$ cat config.mk
export PLATFORM = sky130hd
export DESIGN_NAME = cbu_stage
export DESIGN_NICKNAME = d
export VERILOG_FILES = /design/src/cbu_pkg.sv /design/src/cbu_dt_timer.sv /design/src/cbu_stage.sv
export SDC_FILE = /design/constraint.sdc
export NUM_CORES = 2
export LEC_CHECK = 0
export BUFFER_PORTS_ARGS = -buffer_cell sky130_fd_sc_hd__buf_4
export CAP_MARGIN = 0
export CORE_MARGIN = 5
export CORE_UTILIZATION = 50
export DETAILED_ROUTE_END_ITERATION = 7
export HOLD_SLACK_MARGIN = 0.03
export PLACE_DENSITY = 0.72
export RECOVER_POWER = 50
export SYNTH_ARGS = -nofsm -noshare
export SYNTH_HDL_FRONTEND = slang
export SYNTH_SLANG_ARGS = --single-unit
$ cat constraint.sdc
create_clock -name i_clk -period 135.9 [get_ports i_clk]
set_input_delay 27.18 -clock i_clk [delete_from_list [all_inputs] [get_ports i_clk]]
set_output_delay 27.18 -clock i_clk [all_outputs]
set_load 0.005 [all_outputs]
$ cat src/cbu_pkg.sv
/*
 * Constants for the capacitor-bank neutral unbalance alarm/trip stage:
 * register offsets, field positions, reset values, scaling and timing.
 * Assumes a 100 MHz clock and a 5 ms processing tick.
 */
package cbu_pkg;

   // currents and thresholds in 0.01 x nominal, amperes in 0.01 A
   localparam int CUR_W   = 13;
   localparam int FUSE_W  = 6;
   localparam int DLY_W   = 19;              // 5 ms steps, 0..360000
   localparam int RATIO_W = 17;              // 0.01 steps, 0..125000
   localparam int PROD_W  = 20;

   localparam logic [RATIO_W-1:0] RATIO_MAX = 17'h1E848;   // 1250.00
   localparam logic [PROD_W-1:0]  PCT_FULL  = 20'h00064;   // 100 %
   localparam logic [PROD_W-1:0]  PCT_RESET = 20'h00061;   // 97 %

   localparam logic [CUR_W-1:0]  CUR_THR_MIN  = 13'h000A;  // 0.10 x In
   localparam logic [CUR_W-1:0]  CUR_THR_MAX  = 13'h1388;  // 50.00 x In
   localparam logic [FUSE_W-1:0] FUSE_THR_MIN = 6'h01;
   localparam logic [FUSE_W-1:0] FUSE_THR_MAX = 6'h32;     // 50 fuses
   localparam logic [DLY_W-1:0]  DLY_MAX      = 19'h57E40; // 1800 s

   localparam logic [CUR_W-1:0]  RST_ALM_THR  = 13'h000A;  // 0.1 x In
   localparam logic [CUR_W-1:0]  RST_TRP_THR  = 13'h0014;  // 0.2 x In
   localparam logic [FUSE_W-1:0] RST_FUSE_ALM = 6'h03;
   localparam logic [FUSE_W-1:0] RST_FUSE_TRP = 6'h05;
   localparam logic [DLY_W-1:0]  RST_DLY      = 19'h003E8; // 5 s

   // timing: tick period in ns and its cycle count
   localparam int CLK_NS  = 10;
   localparam int TICK_NS = 5000000;
   localparam int TICK_CYC_DEF = (TICK_NS + CLK_NS - 1) / CLK_NS;

   // register byte addresses
   localparam logic [7:0] A_CTRL      = 8'h00;
   localparam logic [7:0] A_ALM_THR   = 8'h04;
   localparam logic [7:0] A_ALM_THR2  = 8'h08;
   localparam logic [7:0] A_TRP_THR   = 8'h0C;
   localparam logic [7:0] A_TRP_THR2  = 8'h10;
   localparam logic [7:0] A_FUSE_THR  = 8'h14;
   localparam logic [7:0] A_ALM_DLY   = 8'h18;
   localparam logic [7:0] A_ALM_DLY2  = 8'h1C;
   localparam logic [7:0] A_TRP_DLY   = 8'h20;
   localparam logic [7:0] A_STATUS    = 8'h24;
   localparam logic [7:0] A_ALM_REM   = 8'h28;
   localparam logic [7:0] A_TRP_REM   = 8'h2C;
   localparam logic [7:0] A_EXP_ALM   = 8'h30;
   localparam logic [7:0] A_RATIO_ALM = 8'h34;
   localparam logic [7:0] A_RATIO_TRP = 8'h38;
   localparam logic [7:0] A_MEAS_AMP  = 8'h3C;
   localparam logic [7:0] A_IRQ_STAT  = 8'h40;
   localparam logic [7:0] A_IRQ_MASK  = 8'h44;

   // control bits
   localparam int C_ENABLE = 0;
   localparam int C_DIFFER = 1;
   localparam int C_FUSE   = 2;
   localparam int C_BLOCK  = 3;
   localparam logic [3:0] RST_CTRL = 4'h1;

   // fuse threshold field positions
   localparam int F_ALM  = 0;
   localparam int F_ALM2 = 8;
   localparam int F_TRP  = 16;
   localparam int F_TRP2 = 24;

   // status fields
   localparam int S_ALARM = 2;
   localparam int S_TRIP  = 3;

   // interrupt event bits
   localparam int E_ALM_START = 0;
   localparam int E_ALARM     = 1;
   localparam int E_TRP_START = 2;
   localparam int E_TRIP      = 3;
   localparam int E_BLOCKED   = 4;
   localparam int EV_W        = 5;

   typedef enum logic [1:0] {
      ST_NORMAL,
      ST_STARTED,
      ST_TRIPPED,
      ST_BLOCKED
   } cbu_state_t;

endpackage : cbu_pkg

$ cat src/cbu_dt_timer.sv
/*
 * Definite-time delay counter in 5 ms tick steps.
 * Assumes i_tick is a one-cycle enable and i_dly is stable while running.
 */
module cbu_dt_timer
   import cbu_pkg::*;
(
   input  wire logic             i_clk,
   input  wire logic             i_nrst,
   input  wire logic             i_tick,
   input  wire logic             i_pick,
   input  wire logic [DLY_W-1:0] i_dly,
   output logic                  o_done,
   output logic [DLY_W-1:0]      o_rem
);
   import cbu_pkg::*;

   typedef struct packed {
      logic [DLY_W-1:0] cnt;
      logic             done;
   } cbu_tmr_t;

   cbu_tmr_t s_r;
   cbu_tmr_t s_nxt;

   always_comb
   begin
      s_nxt = s_r;
      if (!i_pick)
      begin
         s_nxt.cnt  = '0;
         s_nxt.done = 1'b0;
      end
      else if (s_r.cnt >= i_dly)
         s_nxt.done = 1'b1;
      else if (i_tick)
         s_nxt.cnt = s_r.cnt + 1'b1;
   end

   always_ff @(posedge i_clk or negedge i_nrst)
   begin
      if (!i_nrst)
         s_r <= '0;
      else
         s_r <= s_nxt;
   end

   assign o_done = s_r.done;
   // saturates at zero: a delay lowered mid-run must not wrap
   assign o_rem  = (s_r.cnt >= i_dly) ? '0 : i_dly - s_r.cnt;

endmodule : cbu_dt_timer

$ cat src/cbu_stage.sv
/*
 * Alarm and trip decision stage of a capacitor-bank neutral unbalance
 * protection: thresholds, hysteresis, definite-time delays, status,
 * remaining times, ratios, register port and interrupt.
 * Assumes the measurement front end runs on i_clk and presents a sample
 * with i_meas_valid; settings are written by software over the port.
 */
module cbu_stage
   import cbu_pkg::*;
#(
   parameter int TICK_CYC = TICK_CYC_DEF
)
(
   input  wire logic              i_clk,
   input  wire logic              i_nrst,
   input  wire logic [7:0]        i_addr,
   input  wire logic [31:0]       i_wdata,
   input  wire logic              i_wr,
   input  wire logic              i_rd,
   input  wire logic              i_meas_valid,
   input  wire logic [CUR_W-1:0]  i_unb_pu,
   input  wire logic [CUR_W-1:0]  i_unb_amp,
   input  wire logic              i_unb_side,
   input  wire logic [FUSE_W-1:0] i_fuse_cnt_1,
   input  wire logic [FUSE_W-1:0] i_fuse_cnt_2,
   output logic [31:0]            o_rdata,
   output logic                   o_start,
   output logic                   o_alarm,
   output logic                   o_trip,
   output logic [1:0]             o_state,
   output logic                   o_irq
);
   import cbu_pkg::*;

   if (TICK_CYC < 1)
      $error("TICK_CYC must be at least 1");

   typedef struct packed {
      logic [3:0]          ctrl;
      logic [CUR_W-1:0]    alm_thr;
      logic [CUR_W-1:0]    alm_thr2;
      logic [CUR_W-1:0]    trp_thr;
      logic [CUR_W-1:0]    trp_thr2;
      logic [FUSE_W-1:0]   f_alm;
      logic [FUSE_W-1:0]   f_alm2;
      logic [FUSE_W-1:0]   f_trp;
      logic [FUSE_W-1:0]   f_trp2;
      logic [DLY_W-1:0]    alm_dly;
      logic [DLY_W-1:0]    alm_dly2;
      logic [DLY_W-1:0]    trp_dly;
      logic [31:0]         div;
      logic                tick;
      logic [CUR_W-1:0]    meas;
      logic [CUR_W-1:0]    amp;
      logic                side;
      logic [FUSE_W-1:0]   fc1;
      logic [FUSE_W-1:0]   fc2;
      logic [CUR_W-1:0]    peak;
      logic [3:0]          held;   // alm1, alm2, trp1, trp2 current pick-ups
      cbu_state_t          state;
      logic                start;
      logic                alarm;
      logic                trip;
      logic [EV_W-1:0]     ev_stat;
      logic [EV_W-1:0]     ev_mask;
      logic                irq;
      logic [31:0]         rdata;
   } cbu_st_t;

   cbu_st_t s_r;
   cbu_st_t s_nxt;

   logic             pick_a1;
   logic             pick_a2;
   logic             pick_t;
   logic             done_a1;
   logic             done_a2;
   logic             done_t;
   logic [DLY_W-1:0] rem_a1;
   logic [DLY_W-1:0] rem_a2;
   logic [DLY_W-1:0] rem_t;

   // pick-up with fixed release hysteresis relative to the set value
   function automatic logic over(input logic [CUR_W-1:0] m,
                                 input logic [CUR_W-1:0] t,
                                 input logic             held);
      logic [PROD_W-1:0] mp;
      mp = PROD_W'(m) * PCT_FULL;
      if (held)
         over = mp >= PROD_W'(t) * PCT_RESET;
      else
         over = m > t;
   endfunction : over

   function automatic logic [RATIO_W-1:0] ratio(input logic [CUR_W-1:0] m,
                                                input logic [CUR_W-1:0] t);
      logic [PROD_W-1:0] q;
      q = '0;
      if (t != '0)
         q = (PROD_W'(m) * PCT_FULL) / PROD_W'(t);
      ratio = (q > PROD_W'(RATIO_MAX)) ? RATIO_MAX : q[RATIO_W-1:0];
   endfunction : ratio

   function automatic logic [CUR_W-1:0] clamp_cur(input logic [31:0] d);
      if (d < 32'(CUR_THR_MIN))
         clamp_cur = CUR_THR_MIN;
      else if (d > 32'(CUR_THR_MAX))
         clamp_cur = CUR_THR_MAX;
      else
         clamp_cur = d[CUR_W-1:0];
   endfunction : clamp_cur

   function automatic logic [FUSE_W-1:0] clamp_fuse(input logic [7:0] d);
      if (d < 8'(FUSE_THR_MIN))
         clamp_fuse = FUSE_THR_MIN;
      else if (d > 8'(FUSE_THR_MAX))
         clamp_fuse = FUSE_THR_MAX;
      else
         clamp_fuse = d[FUSE_W-1:0];
   endfunction : clamp_fuse

   function automatic logic [DLY_W-1:0] clamp_dly(input logic [31:0] d);
      clamp_dly = (d > 32'(DLY_MAX)) ? DLY_MAX : d[DLY_W-1:0];
   endfunction : clamp_dly

   // effective side 2 settings and pick-up terms
   logic             differ;
   logic             fuse_on;
   logic             active;
   logic [CUR_W-1:0] m1;
   logic [CUR_W-1:0] m2;
   logic [CUR_W-1:0] ea2;
   logic [CUR_W-1:0] et2;
   logic [FUSE_W-1:0] efa2;
   logic [FUSE_W-1:0] eft2;
   logic [DLY_W-1:0] edly2;
   logic [3:0]       held_c;

   always_comb
   begin
      differ  = s_r.ctrl[C_DIFFER];
      fuse_on = s_r.ctrl[C_FUSE];
      active  = s_r.ctrl[C_ENABLE] & ~s_r.ctrl[C_BLOCK];
      m1      = s_r.side ? '0 : s_r.meas;
      m2      = s_r.side ? s_r.meas : '0;
      ea2     = differ ? s_r.alm_thr2 : s_r.alm_thr;
      et2     = differ ? s_r.trp_thr2 : s_r.trp_thr;
      efa2    = differ ? s_r.f_alm2 : s_r.f_alm;
      eft2    = differ ? s_r.f_trp2 : s_r.f_trp;
      edly2   = differ ? s_r.alm_dly2 : s_r.alm_dly;
      held_c[0] = over(m1, s_r.alm_thr, s_r.held[0]);
      held_c[1] = over(m2, ea2, s_r.held[1]);
      held_c[2] = over(m1, s_r.trp_thr, s_r.held[2]);
      held_c[3] = over(m2, et2, s_r.held[3]);
      pick_a1 = active & (s_r.held[0] | (fuse_on & (s_r.fc1 >= s_r.f_alm)));
      pick_a2 = active & (s_r.held[1] | (fuse_on & (s_r.fc2 >= efa2)));
      pick_t  = active & (s_r.held[2] | s_r.held[3] |
                          (fuse_on & ((s_r.fc1 >= s_r.f_trp) | (s_r.fc2 >= eft2))));
   end

   cbu_dt_timer u_alm1 (
      .i_clk  (i_clk),
      .i_nrst (i_nrst),
      .i_tick (s_r.tick),
      .i_pick (pick_a1),
      .i_dly  (s_r.alm_dly),
      .o_done (done_a1),
      .o_rem  (rem_a1)
   );

   cbu_dt_timer u_alm2 (
      .i_clk  (i_clk),
      .i_nrst (i_nrst),
      .i_tick (s_r.tick),
      .i_pick (pick_a2),
      .i_dly  (edly2),
      .o_done (done_a2),
      .o_rem  (rem_a2)
   );

   cbu_dt_timer u_trip (
      .i_clk  (i_clk),
      .i_nrst (i_nrst),
      .i_tick (s_r.tick),
      .i_pick (pick_t),
      .i_dly  (s_r.trp_dly),
      .o_done (done_t),
      .o_rem  (rem_t)
   );

   // live values shown to software
   logic [DLY_W-1:0]   alm_rem;
   logic [DLY_W:0]     exp_alm;
   logic [CUR_W-1:0]   alm_ref;
   logic [CUR_W-1:0]   trp_ref;
   logic [EV_W-1:0]    ev;
   logic               any_alm;

   always_comb
   begin
      any_alm = pick_a1 | pick_a2;
      alm_rem = pick_a1 ? rem_a1 : (pick_a2 ? rem_a2 : '0);
      // signed; idle shows the full delay of the measured side
      exp_alm = any_alm ? {1'b0, alm_rem} :
                {1'b0, (s_r.side ? edly2 : s_r.alm_dly)};
      alm_ref = s_r.side ? ea2 : s_r.alm_thr;
      trp_ref = s_r.side ? et2 : s_r.trp_thr;
   end

   always_comb
   begin
      s_nxt = s_r;
      s_nxt.held = held_c;
      // tick divider
      s_nxt.tick = 1'b0;
      if (s_r.div >= 32'(TICK_CYC - 1))
      begin
         s_nxt.div  = '0;
         s_nxt.tick = 1'b1;
      end
      else
         s_nxt.div = s_r.div + 32'h1;

      if (i_meas_valid)
      begin
         s_nxt.meas = i_unb_pu;
         s_nxt.amp  = i_unb_amp;
         s_nxt.side = i_unb_side;
         s_nxt.fc1  = i_fuse_cnt_1;
         s_nxt.fc2  = i_fuse_cnt_2;
      end
      // highest unbalance held while the alarm is timing
      if (!any_alm)
         s_nxt.peak = s_r.meas;
      else if (s_r.meas > s_r.peak)
         s_nxt.peak = s_r.meas;

      s_nxt.start = any_alm | pick_t;
      s_nxt.alarm = done_a1 | done_a2;
      s_nxt.trip  = done_t;
      if (s_r.ctrl[C_ENABLE] & s_r.ctrl[C_BLOCK])
         s_nxt.state = ST_BLOCKED;
      else if (done_t)
         s_nxt.state = ST_TRIPPED;
      else if (any_alm | pick_t)
         s_nxt.state = ST_STARTED;
      else
         s_nxt.state = ST_NORMAL;

      // register writes
      if (i_wr)
      begin
         case (i_addr)
            A_CTRL:     s_nxt.ctrl     = i_wdata[3:0];
            A_ALM_THR:  s_nxt.alm_thr  = clamp_cur(i_wdata);
            A_ALM_THR2: s_nxt.alm_thr2 = clamp_cur(i_wdata);
            A_TRP_THR:  s_nxt.trp_thr  = clamp_cur(i_wdata);
            A_TRP_THR2: s_nxt.trp_thr2 = clamp_cur(i_wdata);
            A_FUSE_THR:
            begin
               s_nxt.f_alm  = clamp_fuse(i_wdata[F_ALM+:8]);
               s_nxt.f_alm2 = clamp_fuse(i_wdata[F_ALM2+:8]);
               s_nxt.f_trp  = clamp_fuse(i_wdata[F_TRP+:8]);
               s_nxt.f_trp2 = clamp_fuse(i_wdata[F_TRP2+:8]);
            end
            A_ALM_DLY:  s_nxt.alm_dly  = clamp_dly(i_wdata);
            A_ALM_DLY2: s_nxt.alm_dly2 = clamp_dly(i_wdata);
            A_TRP_DLY:  s_nxt.trp_dly  = clamp_dly(i_wdata);
            A_IRQ_MASK: s_nxt.ev_mask  = i_wdata[EV_W-1:0];
            default:    s_nxt.ctrl     = s_r.ctrl;
         endcase
      end

      // register reads, data valid the cycle after the strobe
      s_nxt.rdata = '0;
      if (i_rd)
      begin
         case (i_addr)
            A_CTRL:      s_nxt.rdata = 32'(s_r.ctrl);
            A_ALM_THR:   s_nxt.rdata = 32'(s_r.alm_thr);
            A_ALM_THR2:  s_nxt.rdata = 32'(s_r.alm_thr2);
            A_TRP_THR:   s_nxt.rdata = 32'(s_r.trp_thr);
            A_TRP_THR2:  s_nxt.rdata = 32'(s_r.trp_thr2);
            A_FUSE_THR:  s_nxt.rdata = {2'h0, s_r.f_trp2, 2'h0, s_r.f_trp,
                                        2'h0, s_r.f_alm2, 2'h0, s_r.f_alm};
            A_ALM_DLY:   s_nxt.rdata = 32'(s_r.alm_dly);
            A_ALM_DLY2:  s_nxt.rdata = 32'(s_r.alm_dly2);
            A_TRP_DLY:   s_nxt.rdata = 32'(s_r.trp_dly);
            A_STATUS:    s_nxt.rdata = 32'({s_r.trip, s_r.alarm, s_r.state});
            A_ALM_REM:   s_nxt.rdata = 32'(alm_rem);
            A_TRP_REM:   s_nxt.rdata = 32'(pick_t ? rem_t : '0);
            A_EXP_ALM:   s_nxt.rdata = {{(31-DLY_W){exp_alm[DLY_W]}}, exp_alm};
            A_RATIO_ALM: s_nxt.rdata = 32'(ratio(s_r.peak, alm_ref));
            A_RATIO_TRP: s_nxt.rdata = 32'(ratio(s_r.meas, trp_ref));
            A_MEAS_AMP:  s_nxt.rdata = 32'(s_r.amp);
            A_IRQ_STAT:  s_nxt.rdata = 32'(s_r.ev_stat);
            A_IRQ_MASK:  s_nxt.rdata = 32'(s_r.ev_mask);
            default:     s_nxt.rdata = '0;
         endcase
      end

      // rising-edge events; a set in the clearing cycle survives
      ev = '0;
      ev[E_ALM_START] = any_alm & ~(s_r.start & ~pick_t);
      ev[E_ALM_START] = any_alm & (s_r.state == ST_NORMAL);
      ev[E_ALARM]     = s_nxt.alarm & ~s_r.alarm;
      ev[E_TRP_START] = pick_t & ~s_r.start;
      ev[E_TRIP]      = s_nxt.trip & ~s_r.trip;
      ev[E_BLOCKED]   = (s_nxt.state == ST_BLOCKED) & (s_r.state != ST_BLOCKED);
      if (i_rd && i_addr == A_IRQ_STAT)
         s_nxt.ev_stat = ev;
      else
         s_nxt.ev_stat = s_r.ev_stat | ev;
      s_nxt.irq = |(s_nxt.ev_stat & s_nxt.ev_mask);
   end

   always_ff @(posedge i_clk or negedge i_nrst)
   begin
      if (!i_nrst)
      begin
         s_r          <= '0;
         s_r.ctrl     <= RST_CTRL;
         s_r.alm_thr  <= RST_ALM_THR;
         s_r.alm_thr2 <= RST_ALM_THR;
         s_r.trp_thr  <= RST_TRP_THR;
         s_r.trp_thr2 <= RST_TRP_THR;
         s_r.f_alm    <= RST_FUSE_ALM;
         s_r.f_alm2   <= RST_FUSE_ALM;
         s_r.f_trp    <= RST_FUSE_TRP;
         s_r.f_trp2   <= RST_FUSE_TRP;
         s_r.alm_dly  <= RST_DLY;
         s_r.alm_dly2 <= RST_DLY;
         s_r.trp_dly  <= RST_DLY;
         s_r.state    <= ST_NORMAL;
      end
      else
         s_r <= s_nxt;
   end

   assign o_rdata = s_r.rdata;
   assign o_start = s_r.start;
   assign o_alarm = s_r.alarm;
   assign o_trip  = s_r.trip;
   assign o_state = s_r.state;
   assign o_irq   = s_r.irq;

endmodule : cbu_stage

==> impl_metrics.tcl <==
set metrics [dict create \
    routedWlPerCell_um 22.1 \
    cts.sinks 330 \
    cts_inserted_buffers 40 \
    start_util_pct 50.1 \
    yosysUniqueCellTypes 108 \
    areaGrowthSynthToFinish_pct 7.52 \
    io_pins 122 \
    critPathSlowestCell "clkbuf_1" \
    grt_pass1_vias 49000 \
    place.gp.congestion 1.03 \
    whs_endpoint "o_trip" \
    violations "max-capacitance violations, max-slew violations" \
    cp.required_ns 136.34 \
    n_fill_cell 9865 \
    wirelength_um 180000 \
    worstSetupPathType "reg -> reg" \
    regArea_mm2 0.00830 \
    stdcell_count 8146 \
    endpoint_kind "flop" \
    worst_path_largest_cell_delay_ns 2.27 \
    row_count 119 \
    critPathLaunchType "flop" \
    hold_violations 0 \
    rsz0062_at_grt "false" \
    drc 0 \
    die_x_um 334 \
    synth_seq_cells 330 \
    fmax_mhz 18.4 \
    finalCritPeriodShare_pct 40.0 \
    drt_iter0_markers 4385 \
    grt_usage_pct 31.1 \
    avgSynthCellArea_um2 7.86 \
    via_per_inst 6.26 \
    clk_pin_slew_worst_paths_ns 0.07 \
    cpMostUsedCell "a21oi_1" \
    cts_setup_buffers 0 \
    htreeDepth 2 \
    critPathMaxFanout 56 \
    layout-drive-gt1-share_pct 7.79 \
    holdPathStages 0 \
    drtAntennaViolNets 0 \
    synth_top_cell_by_area "ha_1" \
    nNetsFinal 7857 \
    synth_edf_count 0 \
    outcome "finished, violations left" \
    maxCapViolCount 7 \
    grt_max_degree 78 \
    seq_area_frac_synth_pct 15.8 \
    setup_tns_ns 0 \
    relSlewSlack_pct -217 \
    rrSetupSlack_ns 81.53 \
    worst_ep_arrival_time_ns 54.81 \
    synthTopCellsByArea "ha_1, dfrtp_1, a21oi_1" \
    io_buffers 117 \
    cts_resized 0 \
    multi_input_area_mm2 0.0414 \
    synth_top_area_share_pct 23.7 \
    fin_crit_ns 54.37 \
    r2r-start "s_r[77]" \
    reg2regPathDepth 206 \
    hold_buffers 0 \
    firstDrtPassIters 6 \
    hold_class "reg -> reg" \
    reg2reg_to "o_rdata[0]" \
    antenna_found_initial 9 \
    syn_area_mm2 0.0525 \
    yosysWarnings 0 \
    dp.cells 8071 \
    synth_ff_type "dfrtp_1" \
    syn_inst 6680 \
    tritoncts "yes" \
    root_buffer "clkbuf_16" \
    dieArea_mm2 0.112 \
    clock_latency_ns 0.63 \
    place_hpwl_um 144000 \
    slew_viol_final 369 \
    core_area_mm2 0.105 \
    ys_async_sr_fraction_pct 100 \
    finClkSkew_ns 0.0631 \
    grt_first_pass_wirelength_um 278000 \
    hp-start "u_trip.o_done" \
    die_y_um 334 \
    clockBufferDepth 3 \
    setup_violations 0 \
    vias 51000 \
    tightest_slew_ns 4.76 \
    overflow 0 \
]
==> state kept, by name, summed over array words and instances (netlist names), 2 cells and up <==
register,flops
o_state,2
s_r,234
u_alm1.s_r,19
u_trip.s_r,19
o_rdata,28
u_alm2.s_r,19
==> cell usage in the layout, fill, tap and decap left out, drive strengths merged, types with 109 or more instances in the layout <==
master	synthesis	routed
nand2	612	612
a21oi	470	470
nand3	142	142
o21ai	453	453
xor2	109	109
dfrtp	295	295
nor3	206	206
xnor2	263	263
mux2	123	123
ha	994	994
nor2	532	532
inv	566	568
o21a	155	155
a21o	162	162
buf	62	175
==> critical path: cells and delay by family (launching register included) <==
kind	cells	cell delay, ns
AOI/OAI and AO/OA	109	25.79
and+or+nand+nor	62	16.80
adders and majority gates	20	5.83
buffers and inverters	11	4.00
muxes	4	1.26
DFF	1	0.34
==> cell usage after synthesis, types with 93 or more instances <==
master / count
ha_1: 994
nand2_1: 612
inv_1: 564
nor2_1: 530
a21oi_1: 467
o21ai_0: 438
dfrtp_1: 295
xnor2_1: 263
nor3_1: 206
a21o_1: 162
o21a_1: 155
clkbuf_1: 146
nand3_1: 141
mux2_2: 122
xor2_1: 109
nand2b_1: 93
==> worst max path at each step <==
stage                     startpoint     endpoint  cells past startpoint
final                        s_r[77]   o_rdata[0]                    206
after global routing         s_r[77]   o_rdata[0]                    206
after CTS                    s_r[58]   o_rdata[0]                    212
after detailed placement     s_r[58]   o_rdata[0]                    212
after global placement       s_r[58]   o_rdata[0]                    213
after floorplan              s_r[99]  o_rdata[14]                    226
==> cell families after synthesis <==
logic type / count (synthesis) / synth area share, %
AND/OR/NAND/NOR: 2080 / 18.9
AO/OA/AOI/OAI: 1877 / 23.4
adder cells (fa/ha/maj): 1051 / 25.8
buffers and inverters: 774 / 5.83
XOR/XNOR: 372 / 6.20
flip-flops: 330 / 15.8
multiplexers: 195 / 4.02
other: 1 / 0.00714
==> through the flow <==
step / worst slack [ns] / util (%) / area (um2) / hold WS (ns)
2_1_floorplan: 90.35 / - / 52600 / 0.374
3_3_place_gp: 84.16 / 52.5 / 55000 / 0.416
3_5_place_dp: 83.75 / 52.5 / 55000 / 0.416
4_1_cts: 83.47 / 53.9 / 56500 / 0.437
5_1_grt: 77.21 / 53.9 / 56500 / 0.450
6_report: 81.53 / 53.9 / 56500 / 0.441
==> cell type report <==
class,count,area share (%)
multi-input cells,5592,73.3
repair buffers,192,2.48
clock inverters,19,0.667
inverters,566,3.76
clock buffers,54,1.97
diodes,2,0.00886
flip-flops and latches,330,14.7
well taps,1391,3.08
==> layer usage <==
metal / GRT usage [%] / wire (um)
met1: 39.6 / 73200
met2: 50.7 / 80200
met3: 6.17 / 16400
met4: 14.8 / 10500
met5: 0 / 71
Power is left out: the tool's default activity adds up to more than one toggle a clock period on the data nets, which glitch-free logic cannot reach.
